**src/include/cxp_pkg.sv**
```systemverilog
// Package of constants and types for the coexistence priority block.
// Behaviour
// - RX high when tag exceeds RX threshold.
// - TX high when tag exceeds TX threshold.
// - Hold signalled priority for programmed duration.
// - Zero duration holds until enable drops.
// - Assert priority after programmed delay from enable.
// - Passive scan priority, bits 31:28, reset 3.
// - Non-connectable advertising priority, 27:24, reset 4.
// - Connectable advertising priority, 23:20, reset 8.
// - Active scan priority, bits 19:16, reset 9.
// - Initiating scan priority, 15:12, reset A.
// - Data channel priority, bits 11:8, reset D.
// - Link control priority, bits 7:4, reset E.
// - Connect request priority, bits 3:0, reset F.
// - Fallback priority, map B 31:28, reset 3.
// - Mode codes: 00, 01, 10 high-priority.
// - Priority indications raised only while enabled; the tag is driven always.
package cxp_pkg;

  // ****************************************************************
  // Register map, byte addresses on the bus.
  // ****************************************************************
  localparam logic [31:0] ADR_MODE_CTRL = 32'h4000_0100; // Modes, enable.
  localparam logic [31:0] ADR_TIMING = 32'h4000_0104; // Thresholds, timing.
  localparam logic [31:0] ADR_MAP_A = 32'h4000_0108; // Per-type priorities.
  localparam logic [31:0] ADR_MAP_B = 32'h4000_010C; // Fallback priority.
  localparam logic [31:0] ADR_STATUS = 32'h4000_0110; // Live state, read only.

  // Writable bits of each register; the rest read as zero.
  localparam logic [31:0] MODE_CTRL_MASK = 32'h0033_0001;
  localparam logic [31:0] TIMING_MASK = 32'h1F1F_7F7F;
  localparam logic [31:0] MAP_A_MASK = 32'hFFFF_FFFF;
  localparam logic [31:0] MAP_B_MASK = 32'hF000_0000;

  // Values after reset.
  localparam logic [31:0] MODE_CTRL_RST = 32'h0000_0000;
  localparam logic [31:0] TIMING_RST = 32'h0000_0000;
  localparam logic [31:0] MAP_A_RST = 32'h3489_ADEF;
  localparam logic [31:0] MAP_B_RST = 32'h3000_0000;

  // ****************************************************************
  // Field positions.
  // ****************************************************************
  localparam int COEXISTENCE_ENABLE_BIT = 0; // Coexistence enable.
  localparam int TX_MODE_LSB = 16; // Two bits.
  localparam int RX_MODE_LSB = 20; // Two bits.
  localparam int DELAY_LSB = 0; // Seven bits.
  localparam int DUR_LSB = 8; // Seven bits.
  localparam int TX_THR_LSB = 16; // Five bits.
  localparam int RX_THR_LSB = 24; // Five bits.
  localparam int PRIO_CONN_REQ_LSB = 0;
  localparam int PRIO_LINK_CTRL_LSB = 4;
  localparam int PRIO_DATA_LSB = 8;
  localparam int PRIO_INIT_SCAN_LSB = 12;
  localparam int PRIO_ACT_SCAN_LSB = 16;
  localparam int PRIO_CONN_ADV_LSB = 20;
  localparam int PRIO_NONCONN_ADV_LSB = 24;
  localparam int PRIO_PASS_SCAN_LSB = 28;
  localparam int PRIO_FALLBACK_LSB = 28;
  localparam int STAT_TX_BIT = 0;
  localparam int STAT_RX_BIT = 1;
  localparam int STAT_TAG_LSB = 4;

  // ****************************************************************
  // Timing.
  // ****************************************************************
  localparam int CLK_PERIOD_NS = 10; // Clock period in ns.
  localparam int US_NS = 1000; // One microsecond in ns.
  localparam int CYC_PER_US = (US_NS + CLK_PERIOD_NS - 1) / CLK_PERIOD_NS;
  localparam int CYC_W = 7; // Holds CYC_PER_US - 1.
  localparam int TIME_W = 7; // Delay and duration field width.

  // ****************************************************************
  // Types.
  // ****************************************************************
  typedef enum logic [1:0] {
    MODE_EXCL_PWRUP = 2'b00,
    MODE_INCL_PWRUP = 2'b01,
    MODE_HIGH_PRIO = 2'b10,
    MODE_UNUSED = 2'b11
  } cxp_mode_t;

  typedef enum logic [3:0] {
    MSG_CONN_REQ = 4'h0,
    MSG_LINK_CTRL = 4'h1,
    MSG_DATA = 4'h2,
    MSG_INIT_SCAN = 4'h3,
    MSG_ACT_SCAN = 4'h4,
    MSG_CONN_ADV = 4'h5,
    MSG_NONCONN_ADV = 4'h6,
    MSG_PASS_SCAN = 4'h7
  } cxp_msg_t;

  typedef enum logic [1:0] {
    ST_IDLE = 2'b00,
    ST_DELAY = 2'b01,
    ST_HOLD = 2'b10
  } cxp_tmr_st_t;

endpackage

```
**src/include/cxp_dir_if.sv**
```systemverilog
// Interface joining the top to one direction's priority timer.
`timescale 1ns/1ps
interface cxp_dir_if;
  logic coexistence_enable; // Interface enabled.
  logic en; // Transmit or receive enable of the radio.
  logic arm; // Direction is in high-priority indicator mode.
  logic above; // Current tag exceeds this direction's threshold.
  logic [6:0] delay; // Assert delay in microseconds.
  logic [6:0] dur; // Hold duration in microseconds, zero means open.
  logic prio; // Priority indication, from a flip-flop.
  modport ctl (output coexistence_enable, en, arm, above, delay, dur, input prio);
  modport tmr (input coexistence_enable, en, arm, above, delay, dur, output prio);
endinterface

```
**src/rtl/cxp_prio_timer.sv**
```systemverilog
// Delay and hold timer for one direction's priority indication.
`timescale 1ns/1ps
module cxp_prio_timer (
  input wire logic ref_clk_i,
  input wire logic sys_rst_i,
  cxp_dir_if.tmr t
);
  import cxp_pkg::*;

  // ****************************************************************
  // State and counters.
  // ****************************************************************
  cxp_tmr_st_t state_q, state_d; // Timer phase.
  logic en_q; // Enable one cycle ago, for edge detection.
  logic [CYC_W-1:0] cyc_q; // Cycles inside the current microsecond.
  logic [TIME_W-1:0] us_q; // Whole microseconds in the current phase.
  logic [TIME_W-1:0] dly_q; // Delay latched at the event start.
  logic [TIME_W-1:0] dur_q; // Duration latched at the event start.
  logic rise; // Enable has just risen.
  logic tick; // Last cycle of a microsecond.

  assign rise = t.en & ~en_q;
  assign tick = (cyc_q == CYC_W'(CYC_PER_US - 1));

  // Next phase; a disabled interface forces idle at once.
  always_comb begin
    state_d = state_q;
    case (state_q)
      ST_IDLE: begin
        if (rise && t.arm && t.above) begin
          state_d = (t.delay == '0) ? ST_HOLD : ST_DELAY;
        end
      end
      ST_DELAY: begin
        // A radio event that ends early never raises priority.
        if (!t.en) begin
          state_d = ST_IDLE;
        end else if (tick && (us_q + 7'h01) == dly_q) begin
          state_d = ST_HOLD;
        end
      end
      ST_HOLD: begin
        if (dur_q == '0) begin
          if (!t.en) begin
            state_d = ST_IDLE;
          end
        end else if (tick && (us_q + 7'h01) == dur_q) begin
          state_d = ST_IDLE;
        end
      end
      default: begin
        state_d = ST_IDLE;
      end
    endcase
    if (!t.coexistence_enable) begin
      state_d = ST_IDLE;
    end
  end

  // Phase register.
  always_ff @(posedge ref_clk_i) begin
    if (sys_rst_i) begin
      state_q <= ST_IDLE;
    end else begin
      state_q <= state_d;
    end
  end

  // Enable history.
  always_ff @(posedge ref_clk_i) begin
    if (sys_rst_i) begin
      en_q <= 1'b0;
    end else begin
      en_q <= t.en;
    end
  end

  // Delay and duration are sampled only when an event starts, so a write
  // to them during an event cannot stretch or cut it short.
  always_ff @(posedge ref_clk_i) begin
    if (sys_rst_i) begin
      dly_q <= '0;
      dur_q <= '0;
    end else if (state_q == ST_IDLE && rise) begin
      dly_q <= t.delay;
      dur_q <= t.dur;
    end
  end

  // Microsecond counters restart at every change of phase.
  always_ff @(posedge ref_clk_i) begin
    if (sys_rst_i || state_d != state_q) begin
      cyc_q <= '0;
      us_q <= '0;
    end else if (tick) begin
      cyc_q <= '0;
      us_q <= us_q + 7'h01;
    end else begin
      cyc_q <= cyc_q + 7'h01;
    end
  end

  // The indication is high exactly in the hold phase.
  always_ff @(posedge ref_clk_i) begin
    if (sys_rst_i) begin
      t.prio <= 1'b0;
    end else begin
      t.prio <= (state_d == ST_HOLD);
    end
  end

  // ****************************************************************
  // Checks.
  // ****************************************************************
  logic [15:0] since_rise_q; // Helper: cycles since the event start.
  logic [15:0] high_q; // Helper: cycles the indication has been high.

  always_ff @(posedge ref_clk_i) begin
    if (sys_rst_i || (state_q == ST_IDLE && rise)) begin
      since_rise_q <= '0;
    end else if (since_rise_q != 16'hFFFF) begin
      since_rise_q <= since_rise_q + 16'h0001;
    end
  end

  always_ff @(posedge ref_clk_i) begin
    if (sys_rst_i || !t.prio) begin
      high_q <= '0;
    end else begin
      high_q <= high_q + 16'h0001;
    end
  end
endmodule

```
**src/rtl/cxp_coex_prio.sv**
```systemverilog
// Coexistence priority signalling with its Wishbone register file.
//
// Decided for this implementation: register access over Wishbone.
`timescale 1ns/1ps
module cxp_coex_prio (
  input wire logic ref_clk_i,
  input wire logic sys_rst_i,
  input wire logic wb_cyc_i,
  input wire logic wb_stb_i,
  input wire logic wb_we_i,
  input wire logic [31:0] wb_adr_i,
  input wire logic [3:0] wb_sel_i,
  input wire logic [31:0] wb_dat_i,
  output logic [31:0] wb_dat_o,
  output logic wb_ack_o,
  input wire logic tx_en_i,
  input wire logic rx_en_i,
  input wire cxp_pkg::cxp_msg_t msg_type_i,
  output logic [3:0] prio_tag_o,
  output logic tx_prio_o,
  output logic rx_prio_o
);
  import cxp_pkg::*;

  // ****************************************************************
  // Helper functions.
  // ****************************************************************

  // Merges bus write data into a register by byte lane, keeping
  // reserved bits at zero.
  function automatic logic [31:0] wb_merge(
    input logic [31:0] old_v,
    input logic [31:0] new_v,
    input logic [3:0] sel,
    input logic [31:0] mask
  );
    logic [31:0] res;
    res = old_v;
    for (int b = 0; b < 4; b++) begin
      if (sel[b]) begin
        res[b*8 +: 8] = new_v[b*8 +: 8];
      end
    end
    return res & mask;
  endfunction

  // Picks the priority of a message type from the two maps.
  function automatic logic [3:0] pick_prio(
    input cxp_msg_t typ,
    input logic [31:0] map_a,
    input logic [31:0] map_b
  );
    logic [3:0] p;
    p = map_b[PRIO_FALLBACK_LSB +: 4];
    case (typ)
      MSG_PASS_SCAN: begin
        p = map_a[PRIO_PASS_SCAN_LSB +: 4];
      end
      MSG_NONCONN_ADV: begin
        p = map_a[PRIO_NONCONN_ADV_LSB +: 4];
      end
      MSG_CONN_ADV: begin
        p = map_a[PRIO_CONN_ADV_LSB +: 4];
      end
      MSG_ACT_SCAN: begin
        p = map_a[PRIO_ACT_SCAN_LSB +: 4];
      end
      MSG_INIT_SCAN: begin
        p = map_a[PRIO_INIT_SCAN_LSB +: 4];
      end
      MSG_DATA: begin
        p = map_a[PRIO_DATA_LSB +: 4];
      end
      MSG_LINK_CTRL: begin
        p = map_a[PRIO_LINK_CTRL_LSB +: 4];
      end
      MSG_CONN_REQ: begin
        p = map_a[PRIO_CONN_REQ_LSB +: 4];
      end
      default: begin
        p = map_b[PRIO_FALLBACK_LSB +: 4];
      end
    endcase
    return p;
  endfunction

  // ****************************************************************
  // Bus slave.
  // ****************************************************************
  logic [31:0] mode_ctrl_q; // Indication modes and enable.
  logic [31:0] timing_q; // Thresholds, duration and delay.
  logic [31:0] map_a_q; // Eight per-type priorities.
  logic [31:0] map_b_q; // Fallback priority.
  logic ack_q; // Bus acknowledge.
  logic [31:0] rdat_q; // Read data held for the bus.
  logic req; // A bus cycle is addressing this slave.
  logic wr_take; // The write takes effect at this edge.
  logic [31:0] rd_mux; // Read value for the current address.
  logic [31:0] status_w; // Live state as seen by software.
  logic [1:0] prio_vec; // Indications: index 0 transmit, 1 receive.

  assign req = wb_cyc_i & wb_stb_i;
  // The write lands on the edge where the master sees ack, so the
  // registers and the master agree on when it happened.
  assign wr_take = req & wb_we_i & ack_q;

  // Ack comes one cycle after the request and drops the cycle after,
  // so every access, mapped or not, is two cycles long.
  always_ff @(posedge ref_clk_i) begin
    if (sys_rst_i) begin
      ack_q <= 1'b0;
    end else begin
      ack_q <= req & ~ack_q;
    end
  end

  // Status: live indications and the current tag.
  always_comb begin
    status_w = 32'h0000_0000;
    status_w[STAT_TX_BIT] = prio_vec[0];
    status_w[STAT_RX_BIT] = prio_vec[1];
    status_w[STAT_TAG_LSB +: 4] = prio_tag_o;
  end

  // Read decode; unmapped addresses read as zero.
  always_comb begin
    case (wb_adr_i)
      ADR_MODE_CTRL: begin
        rd_mux = mode_ctrl_q;
      end
      ADR_TIMING: begin
        rd_mux = timing_q;
      end
      ADR_MAP_A: begin
        rd_mux = map_a_q;
      end
      ADR_MAP_B: begin
        rd_mux = map_b_q;
      end
      ADR_STATUS: begin
        rd_mux = status_w;
      end
      default: begin
        rd_mux = 32'h0000_0000;
      end
    endcase
  end

  // Read data is captured with the ack and held for its one cycle.
  always_ff @(posedge ref_clk_i) begin
    if (sys_rst_i) begin
      rdat_q <= 32'h0000_0000;
    end else if (req & ~ack_q & ~wb_we_i) begin
      rdat_q <= rd_mux;
    end
  end

  assign wb_ack_o = ack_q;
  assign wb_dat_o = rdat_q;

  // ****************************************************************
  // Registers.
  // ****************************************************************

  // Mode and enable register; writes to the reserved bits are dropped.
  always_ff @(posedge ref_clk_i) begin
    if (sys_rst_i) begin
      mode_ctrl_q <= MODE_CTRL_RST;
    end else if (wr_take && wb_adr_i == ADR_MODE_CTRL) begin
      mode_ctrl_q <= wb_merge(mode_ctrl_q, wb_dat_i, wb_sel_i,
                              MODE_CTRL_MASK);
    end
  end

  // Thresholds and timing.
  always_ff @(posedge ref_clk_i) begin
    if (sys_rst_i) begin
      timing_q <= TIMING_RST;
    end else if (wr_take && wb_adr_i == ADR_TIMING) begin
      timing_q <= wb_merge(timing_q, wb_dat_i, wb_sel_i, TIMING_MASK);
    end
  end

  // Per-type priority map.
  always_ff @(posedge ref_clk_i) begin
    if (sys_rst_i) begin
      map_a_q <= MAP_A_RST;
    end else if (wr_take && wb_adr_i == ADR_MAP_A) begin
      map_a_q <= wb_merge(map_a_q, wb_dat_i, wb_sel_i, MAP_A_MASK);
    end
  end

  // Fallback priority map.
  always_ff @(posedge ref_clk_i) begin
    if (sys_rst_i) begin
      map_b_q <= MAP_B_RST;
    end else if (wr_take && wb_adr_i == ADR_MAP_B) begin
      map_b_q <= wb_merge(map_b_q, wb_dat_i, wb_sel_i, MAP_B_MASK);
    end
  end

  // ****************************************************************
  // Priority tag and indications.
  // ****************************************************************
  logic [3:0] cur_tag; // Priority of the message type right now.

  assign cur_tag = pick_prio(msg_type_i, map_a_q, map_b_q);

  // Registered tag towards the arbiter; it follows the type with one
  // cycle of latency.
  always_ff @(posedge ref_clk_i) begin
    if (sys_rst_i) begin
      prio_tag_o <= 4'h0;
    end else begin
      prio_tag_o <= cur_tag;
    end
  end

  // One timer per direction. Only the high-priority indicator mode
  // is served here; the power-up indication modes leave it low.
  for (genvar g = 0; g < 2; g++) begin : gen_dir
    cxp_dir_if dir_if ();
    logic [4:0] thr; // This direction's threshold.
    cxp_mode_t mode; // This direction's indication mode.

    assign mode = cxp_mode_t'((g == 0) ? mode_ctrl_q[TX_MODE_LSB +: 2]
                                       : mode_ctrl_q[RX_MODE_LSB +: 2]);
    assign thr = (g == 0) ? timing_q[TX_THR_LSB +: 5]
                          : timing_q[RX_THR_LSB +: 5];
    assign dir_if.coexistence_enable = mode_ctrl_q[COEXISTENCE_ENABLE_BIT];
    assign dir_if.en = (g == 0) ? tx_en_i : rx_en_i;
    assign dir_if.arm = (mode == MODE_HIGH_PRIO);
    // The tag is compared with the live type so the decision is made
    // in the very cycle the enable rises.
    assign dir_if.above = {1'b0, cur_tag} > thr;
    assign dir_if.delay = timing_q[DELAY_LSB +: 7];
    assign dir_if.dur = timing_q[DUR_LSB +: 7];
    assign prio_vec[g] = dir_if.prio;

    cxp_prio_timer u_timer (
      .ref_clk_i(ref_clk_i),
      .sys_rst_i(sys_rst_i),
      .t(dir_if.tmr)
    );
  end

  assign tx_prio_o = prio_vec[0];
  assign rx_prio_o = prio_vec[1];
endmodule

```
**config.mk**
```make
export PLATFORM = sky130hd
export DESIGN_NAME = cxp_coex_prio
export DESIGN_NICKNAME = d
export VERILOG_FILES = /design/src/include/cxp_pkg.sv /design/src/include/cxp_dir_if.sv /design/src/rtl/cxp_prio_timer.sv /design/src/rtl/cxp_coex_prio.sv
export SDC_FILE = /design/constraint.sdc
export NUM_CORES = 1
export LEC_CHECK = 0
export BUFFER_PORTS_ARGS = -buffer_cell sky130_fd_sc_hd__buf_4
export CAP_MARGIN = 0
export CORE_ASPECT_RATIO = 0.75
export CORE_MARGIN = 5
export CORE_UTILIZATION = 35
export CTS_BUF_LIST = sky130_fd_sc_hd__clkbuf_16
export DETAILED_ROUTE_END_ITERATION = 7
export PLACE_DENSITY_LB_ADDON = 0.2
export SLEW_MARGIN = 40
export SYNTH_ARGS = -nofsm -noshare
export SYNTH_HDL_FRONTEND = slang
export SYNTH_HIERARCHICAL = 1
export SYNTH_SLANG_ARGS = --single-unit
```
**constraint.sdc**
```tcl
create_clock -name ref_clk_i -period 11.35 [get_ports ref_clk_i]
set_input_delay 2.27 -clock ref_clk_i [delete_from_list [all_inputs] [get_ports ref_clk_i]]
set_output_delay 2.27 -clock ref_clk_i [all_outputs]
set_load 0.02 [all_outputs]
```
==> flow_metrics.py, run 1 <==
metrics = {
    "route": {
        "viasPerCell": 5.567,
        "first_pass_iters": 6,
        "ant_nets": 0,
        "drt-total-wl_mm": 28.28,
        "dr_total_vias": 8172,
        "routedWlPerCell_microns": 19.26,
        "drc_errors": 0,
        "drt_iter0_markers": 694,
    },
    "power": {
        "powerDensity_nw_per_um2": 126.9,
        "ir_drop_mv": 0.1054,
        "power_mw": 1.337,
        "leakagePower_nw": 3.627,
    },
    "sta": {
        "rsz0062_at_grt": "false",
        "worst_hold_slack_ns": 0.4569,
        "skew_ns": 0.01412,
        "tns_ns": 0,
        "worst_pin_slew_ns": 0.8701,
        "final-setup-viol-count": 0,
        "maxSlewViolCount": 0,
        "worst_slack_ns": 5.210,
        "fin_crit_ns": 6.140,
        "slew_headroom_pct": 42.00,
        "fin_crit_sh_pct": 54.09,
        "fmax_mhz": 162.9,
        "hold_viol_final": 0,
    },
    "yosys": {
        "ys_top_cells_by_count": "166 x dfxtp_1, 132 x nand2_1, 104 x a21oi_1, 68 x clkbuf_1, 62 x nand4_1",
        "ys_warn_count": 6,
        "ys_ff_latch": 166,
        "ys.flop_type": "dfxtp_1",
        "synthCells": 1057,
        "ys_types": 69,
        "yosysTopAreaCell": "dfxtp_1",
        "async_flop_share_pct": 0,
        "yosys-top-cells-area": "dfxtp_1 38%, a21oi_1 5.9%, nand2_1 5.6%",
        "synth_nets": 1148,
        "synth_top_area_share_pct": 37.83,
        "synth_edf_count": 0,
        "avgSynthCellArea_sq_um": 8.310,
        "syn_area_sq_um": 8783,
        "ys_seq_area_share_pct": 37.83,
        "yosysMostFrequentCell": "dfxtp_1",
    },
    "cts": {
        "cts_resized": 0,
        "clk_pin_slew_ns": 0.06,
        "cts_num_sinks": 166,
        "numCtsBuffers": 17,
        "clk_latency_ns": 0.44,
        "cts-root-buf": "clkbuf_16",
        "cts_max_path_buffers": 2,
        "post_cts_buffers": 0,
        "cts_hold_buffers": 0,
        "htreeDepth": 4,
        "cts_tree": "done",
    },
    "die": {
        "coreArea_sq_um": 24840,
        "start_util_pct": 35.37,
        "dieWidth_microns": 192.9,
        "die-area_sq_um": 28400,
        "die_h_microns": 147.2,
        "io_pins": 118,
        "num_rows": 50,
    },
    "global_route": {
        "grt.busiest_layer": "met1",
        "overflow": 0,
        "grt_use_met1_pct": 31.56,
        "met2_usage_pct": 25.32,
        "antenna_found_initial": 0,
        "grt_pass1_wl_mm": 43.41,
        "grt_pass1_vias": 7387,
        "grt_max_degree": 74,
        "use_met3_pct": 4.774,
        "grtUsageTotal_pct": 19.42,
    },
    "worst_setup_path": {
        "rr_worst_depth": 14,
        "critPathTopFamily": "compound AO/OA/AOI/OAI gates",
        "endpoint": "gen_dir[0].u_timer/cyc_q[2]",
        "cp.arrival_ns": 6.43,
        "crit_buf_inv": 1,
        "crit_cells": 15,
        "reg2reg_from": "map_a_q[29]",
        "timing.rr.end": "gen_dir[0].u_timer/cyc_q[2]",
        "startpoint": "msg_type_i[1]",
        "crit_top_cell": "a21oi_1",
        "crit_chain": "buf_4 -> mux2_2 -> a221o_1 -> a2111oi_0 -> a21oi_1 -> ha_1 -> nor2b_1 -> o21a_1 -> o21ai_0 -> a21oi_1 -> nand4b_1 -> or3_1 -> a31oi_4 -> mux2i_4 -> nor3_1",
        "critPathSlowestCell": "a2111oi_0",
        "critical_path_class": "input pin to register",
        "slowest_delay_ns": 0.67,
        "critPathLaunchType": "input pin",
        "critPathRequiredTime_ns": 11.64,
        "path_max_fanout": 16,
        "end_kind": "register",
        "r2r_slack_ns": 6.96,
    },
    "placement": {
        "portBuffers": 117,
        "dp_hpwl_mm": 20.38,
        "routabilityCongestion": 0.9281,
        "placedCellCount": 1436,
        "pre_cts_ws_ns": 4.811,
    },
    "final_layout": {
        "area_growth_pct": 19.93,
        "drive_gt1_share_pct": 19.29,
        "final_nets": 1208,
        "fin_cells": 1468,
        "diodes": 0,
        "fillerInstances": 2477,
    },
    "run_status": {
        "status": "finished clean",
    },
    "min_path": {
        "min_path_type": "register to register",
        "whs_path_depth": 2,
    },
    "job": {
        "max-cap-violations": 0,
    },
}
==> cells by family (layout without fill, tap and decap cells) <==
logic type	Yosys count	count (layout)	synth area share, %
AOI/OAI and AO/OA	231	231	16.88
muxes	49	49	5.969
buffers and inverters	109	182	4.971
and+or+nand+nor	434	434	27.05
xor gates and xnor gates	56	56	5.584
DFF	166	166	37.83
adders and majority gates	12	12	1.709
==> final cells by class <==
type | count | area, sq um | share of cell area (%)
multi-input cells | 782 | 5087 | 48.30
flip-flops and latches | 166 | 3323 | 31.55
repair buffers | 127 | 953.4 | 9.051
clock buffers | 17 | 425.4 | 4.038
well taps | 338 | 422.9 | 4.015
clock inverters | 15 | 235.2 | 2.233
inverters | 23 | 86.33 | 0.8196
==> power by group <==
| group | internal (mW) | leakage [nW] | switching (mW) | total [mW] |
|---|---|---|---|---|
| clock | 0.410 | 0.321 | 0.248 | 0.658 |
| combinational | 0.0370 | 1.96 | 0.0520 | 0.0890 |
| sequential | 0.586 | 1.34 | 0.00380 | 0.590 |
==> flip-flops by register name, indices dropped and copies added, names as in the netlist <==
signal and cells:
gen_dir.u_timer/cyc_q 14, gen_dir.u_timer/t.prio 2, gen_dir.u_timer/dur_q 14, gen_dir.u_timer/state_q 4, map_a_q 32, prio_tag_o 4
map_b_q 4, timing_q 24, gen_dir.u_timer/dly_q 14, wb_dat_o 32, mode_ctrl_q 5, wb_ack_o 1
gen_dir.u_timer/en_q 2, gen_dir.u_timer/us_q 14
==> how the worst min path moves through the flow <==
stage / endpoint / start / slack, ns
floorplan: map_a_q[31] / map_a_q[31] / 0.44
global placement: wb_dat_o[9] / wb_dat_o[9] / 0.44
detailed placement: wb_dat_o[14] / wb_dat_o[14] / 0.45
CTS: wb_dat_o[22] / wb_dat_o[22] / 0.46
global route: wb_dat_o[26] / wb_dat_o[26] / 0.47
finish: wb_dat_o[14] / wb_dat_o[14] / 0.46
==> placed cells by master, fill, tap and decap left out, types with 8 or more instances in the layout <==
master	Yosys	routed
mux2i_1	35	35
ha_1	12	12
and3_1	8	8
mux2_2	11	11
nor2_1	60	57
nor2_2	16	19
nand2_1	132	132
nor4_1	14	11
nor3_1	22	21
inv_1	23	24
o21ai_0	25	25
nor2b_1	13	13
a21oi_1	104	104
dfxtp_1	166	166
xor2_1	22	22
o31ai_1	38	38
nor3b_1	8	8
nand4_1	62	62
buf_4	0	127
clkbuf_16	0	17
a31oi_1	8	8
nand3b_1	30	30
xnor2_1	34	34
nand3_1	18	18
==> metrics by stage <==
| step | util (%) | instance area, sq um |
|---|---|---|
| 6_report | 42.41 | 10530 |
| 5_1_grt | 42.41 | 10530 |
| 4_1_cts | 42.38 | 10530 |
| 3_5_place_dp | 39.72 | 9866 |
| 3_3_place_gp | 39.60 | 9834 |
| 2_1_floorplan | - | 8783 |
==> worst min-delay path, cell delays in order, from the launching register on <==
cell and delay, ns:
dfxtp_1 0.31, nand2_1 0.05, a21oi_1 0.05
==> per-layer routing <==
layer  wire, microns  vias to the layer above
met5               0                        -
met4             292                        0
met3            2400                       22
met2           11030                      312
met1           14550                     3883
li1                -                     3955
(Power assumes the default switching activity.)
==> run 2, diff against run 1 <==
==> constraint.sdc (replaced) <==
create_clock -name ref_clk_i -period 5.21 [get_ports ref_clk_i]
set_input_delay 1.042 -clock ref_clk_i [delete_from_list [all_inputs] [get_ports ref_clk_i]]
set_output_delay 1.042 -clock ref_clk_i [all_outputs]
set_load 0.02 [all_outputs]
==> flow_metrics.py, run 2 (synthesized netlist as in run 1, its figures left out) <==
metrics = {
    "worst_setup_path": {
        "crit_buf_inv": 2,
        "critical_path_class": "input pin to register",
        "crit_chain": "buf_4 -> mux2_2 -> a221o_1 -> a2111oi_0 -> a21oi_1 -> ha_1 -> nor2b_1 -> o21a_1 -> o21ai_0 -> a21oi_1 -> nand4b_1 -> or3_1 -> a31oi_4 -> mux2i_2 -> buf_4 -> nor3_1",
        "critPathLaunchType": "input pin",
        "rr_worst_depth": 15,
        "slowest_delay_ns": 0.61,
        "reg2reg_from": "map_a_q[29]",
        "path_max_fanout": 16,
        "r2r_slack_ns": 1.17,
        "critPathTopFamily": "compound AO/OA/AOI/OAI gates",
        "cp.arrival_ns": 4.85,
        "critPathRequiredTime_ns": 5.50,
        "end_kind": "register",
        "timing.rr.end": "gen_dir[0].u_timer/cyc_q[2]",
        "critPathSlowestCell": "a2111oi_0",
    },
    "sta": {
        "slew_headroom_pct": 42.24,
        "fin_crit_sh_pct": 87.50,
        "fin_crit_ns": 4.559,
        "skew_ns": 0.01927,
        "rsz0062_at_grt": "false",
        "fmax_mhz": 219.4,
        "tns_ns": 0,
        "hold_viol_final": 0,
        "final-setup-viol-count": 0,
        "worst_pin_slew_ns": 0.8632,
        "maxSlewViolCount": 0,
        "worst_hold_slack_ns": 0.4556,
    },
    "min_path": {
        "holdCritStartpoint": "wb_dat_o[7]",
        "whs_path_depth": 2,
        "hold_end": "wb_dat_o[7]",
        "min_path_type": "register to register",
    },
    "cts": {
        "cts_hold_buffers": 0,
        "cts_tree": "done",
        "post_cts_buffers": 0,
        "htreeDepth": 4,
        "cts_max_path_buffers": 2,
        "clk_pin_slew_ns": 0.07,
        "cts-root-buf": "clkbuf_16",
        "clk_latency_ns": 0.45,
        "numCtsBuffers": 17,
        "cts_resized": 0,
        "cts_num_sinks": 166,
    },
    "die": {
        "die_h_microns": 147.2,
        "coreArea_sq_um": 24840,
        "start_util_pct": 35.37,
        "die-area_sq_um": 28400,
        "io_pins": 118,
        "num_rows": 50,
        "dieWidth_microns": 192.9,
    },
    "global_route": {
        "grtUsageTotal_pct": 19.71,
        "grt_pass1_wl_mm": 44.22,
        "antenna_found_initial": 0,
        "grt_max_degree": 75,
        "grt_pass1_vias": 7625,
        "overflow": 0,
    },
    "placement": {
        "dp_hpwl_mm": 20.53,
        "routabilityCongestion": 0.9232,
        "portBuffers": 117,
    },
    "final_layout": {
        "layout_common_cells": "166 x dfxtp_1, 132 x nand2_1, 128 x buf_4",
        "area_growth_pct": 18.36,
        "diodes": 0,
        "utilization_pct": 41.86,
        "final_common_cell": "dfxtp_1",
        "final_nets": 1209,
        "drive_gt1_share_pct": 18.92,
    },
    "route": {
        "highest_layer": "met4",
        "drt_iter0_markers": 556,
        "dr_total_vias": 8269,
        "viasPerCell": 5.629,
        "drt-total-wl_mm": 28.55,
        "dr_wl_met2_mm": 11.10,
        "drc_errors": 0,
        "met1_length_mm": 14.74,
        "ant_nets": 0,
        "routedWlPerCell_microns": 19.44,
        "wl_met3_mm": 2.296,
        "first_pass_iters": 5,
    },
    "power": {
        "ir_drop_mv": 0.2360,
        "powerDensity_nw_per_um2": 251.9,
        "p_comb_share_pct": 7.4,
        "p_seq_share_pct": 49.0,
        "switching_share_pct": 25.30,
        "internal_power_mw": 1.956,
        "clkPwrFrac_pct": 43.5,
        "power_mw": 2.619,
        "switching_power_mw": 0.6627,
        "leakagePower_nw": 3.574,
    },
    "run_status": {
        "status": "finished clean",
    },
    "job": {
        "max-cap-violations": 0,
    },
}
run 2: power by group through the flow:
stage | sequential [mW] | combinational [mW] | clock (mW)
final | 1.28 | 0.195 | 1.14
after global routing | 1.28 | 0.211 | 1.21
after CTS | 1.28 | 0.193 | 1.17
after detailed placement | 1.31 | 0.192 | 0
after global placement | 1.31 | 0.190 | 0
after floorplan | 1.31 | 0.100 | 0
run 2: worst max-delay path by stage:
stage	startpoint	cells past startpoint	end	slack (ns)
global placement	msg_type_i[1]	16	gen_dir[1].u_timer/cyc_q[2]	0.32
CTS	msg_type_i[1]	16	gen_dir[0].u_timer/cyc_q[2]	0.68
detailed placement	msg_type_i[1]	16	gen_dir[0].u_timer/cyc_q[6]	0.23
finish	msg_type_i[1]	16	gen_dir[0].u_timer/cyc_q[2]	0.65
floorplan	msg_type_i[1]	16	gen_dir[0].u_timer/cyc_q[0]	0.63
global route	msg_type_i[1]	16	gen_dir[1].u_timer/cyc_q[2]	0.44
run 2: cell type report:
| type | count | area (sq um) |
|---|---|---|
| flip-flops and latches | 166 | 3323 |
| well taps | 338 | 422.9 |
| repair buffers | 128 | 960.9 |
| clock inverters | 15 | 91.34 |
| multi-input cells | 782 | 5086 |
| inverters | 23 | 86.33 |
| clock buffers | 17 | 425.4 |
| fillers | 2560 | 14440 |
run 2: worst min-delay path, stage by stage (launching register included):
cell     delay [ns]
dfxtp_1        0.32
nand2_1        0.04
o21ai_0        0.05
run 2: through the flow:
step / instances / cell area [sq um] / setup WS (ns)
2_1_floorplan: 1057 / 8783 / 0.6270
3_3_place_gp: 1437 / 9847 / 0.3244
3_5_place_dp: 1437 / 9876 / 0.2281
4_1_cts: 1469 / 10390 / 0.6828
5_1_grt: 1469 / 10400 / 0.4361
6_report: 1469 / 10400 / 0.6515
run 2: per-layer routing:
layer | vias up | track usage (%)
met1 | 3972 | 31.40
met5 | - | 0
met3 | 34 | 4.964
met4 | 0 | 5.343
met2 | 298 | 25.67
li1 | 3965 | -
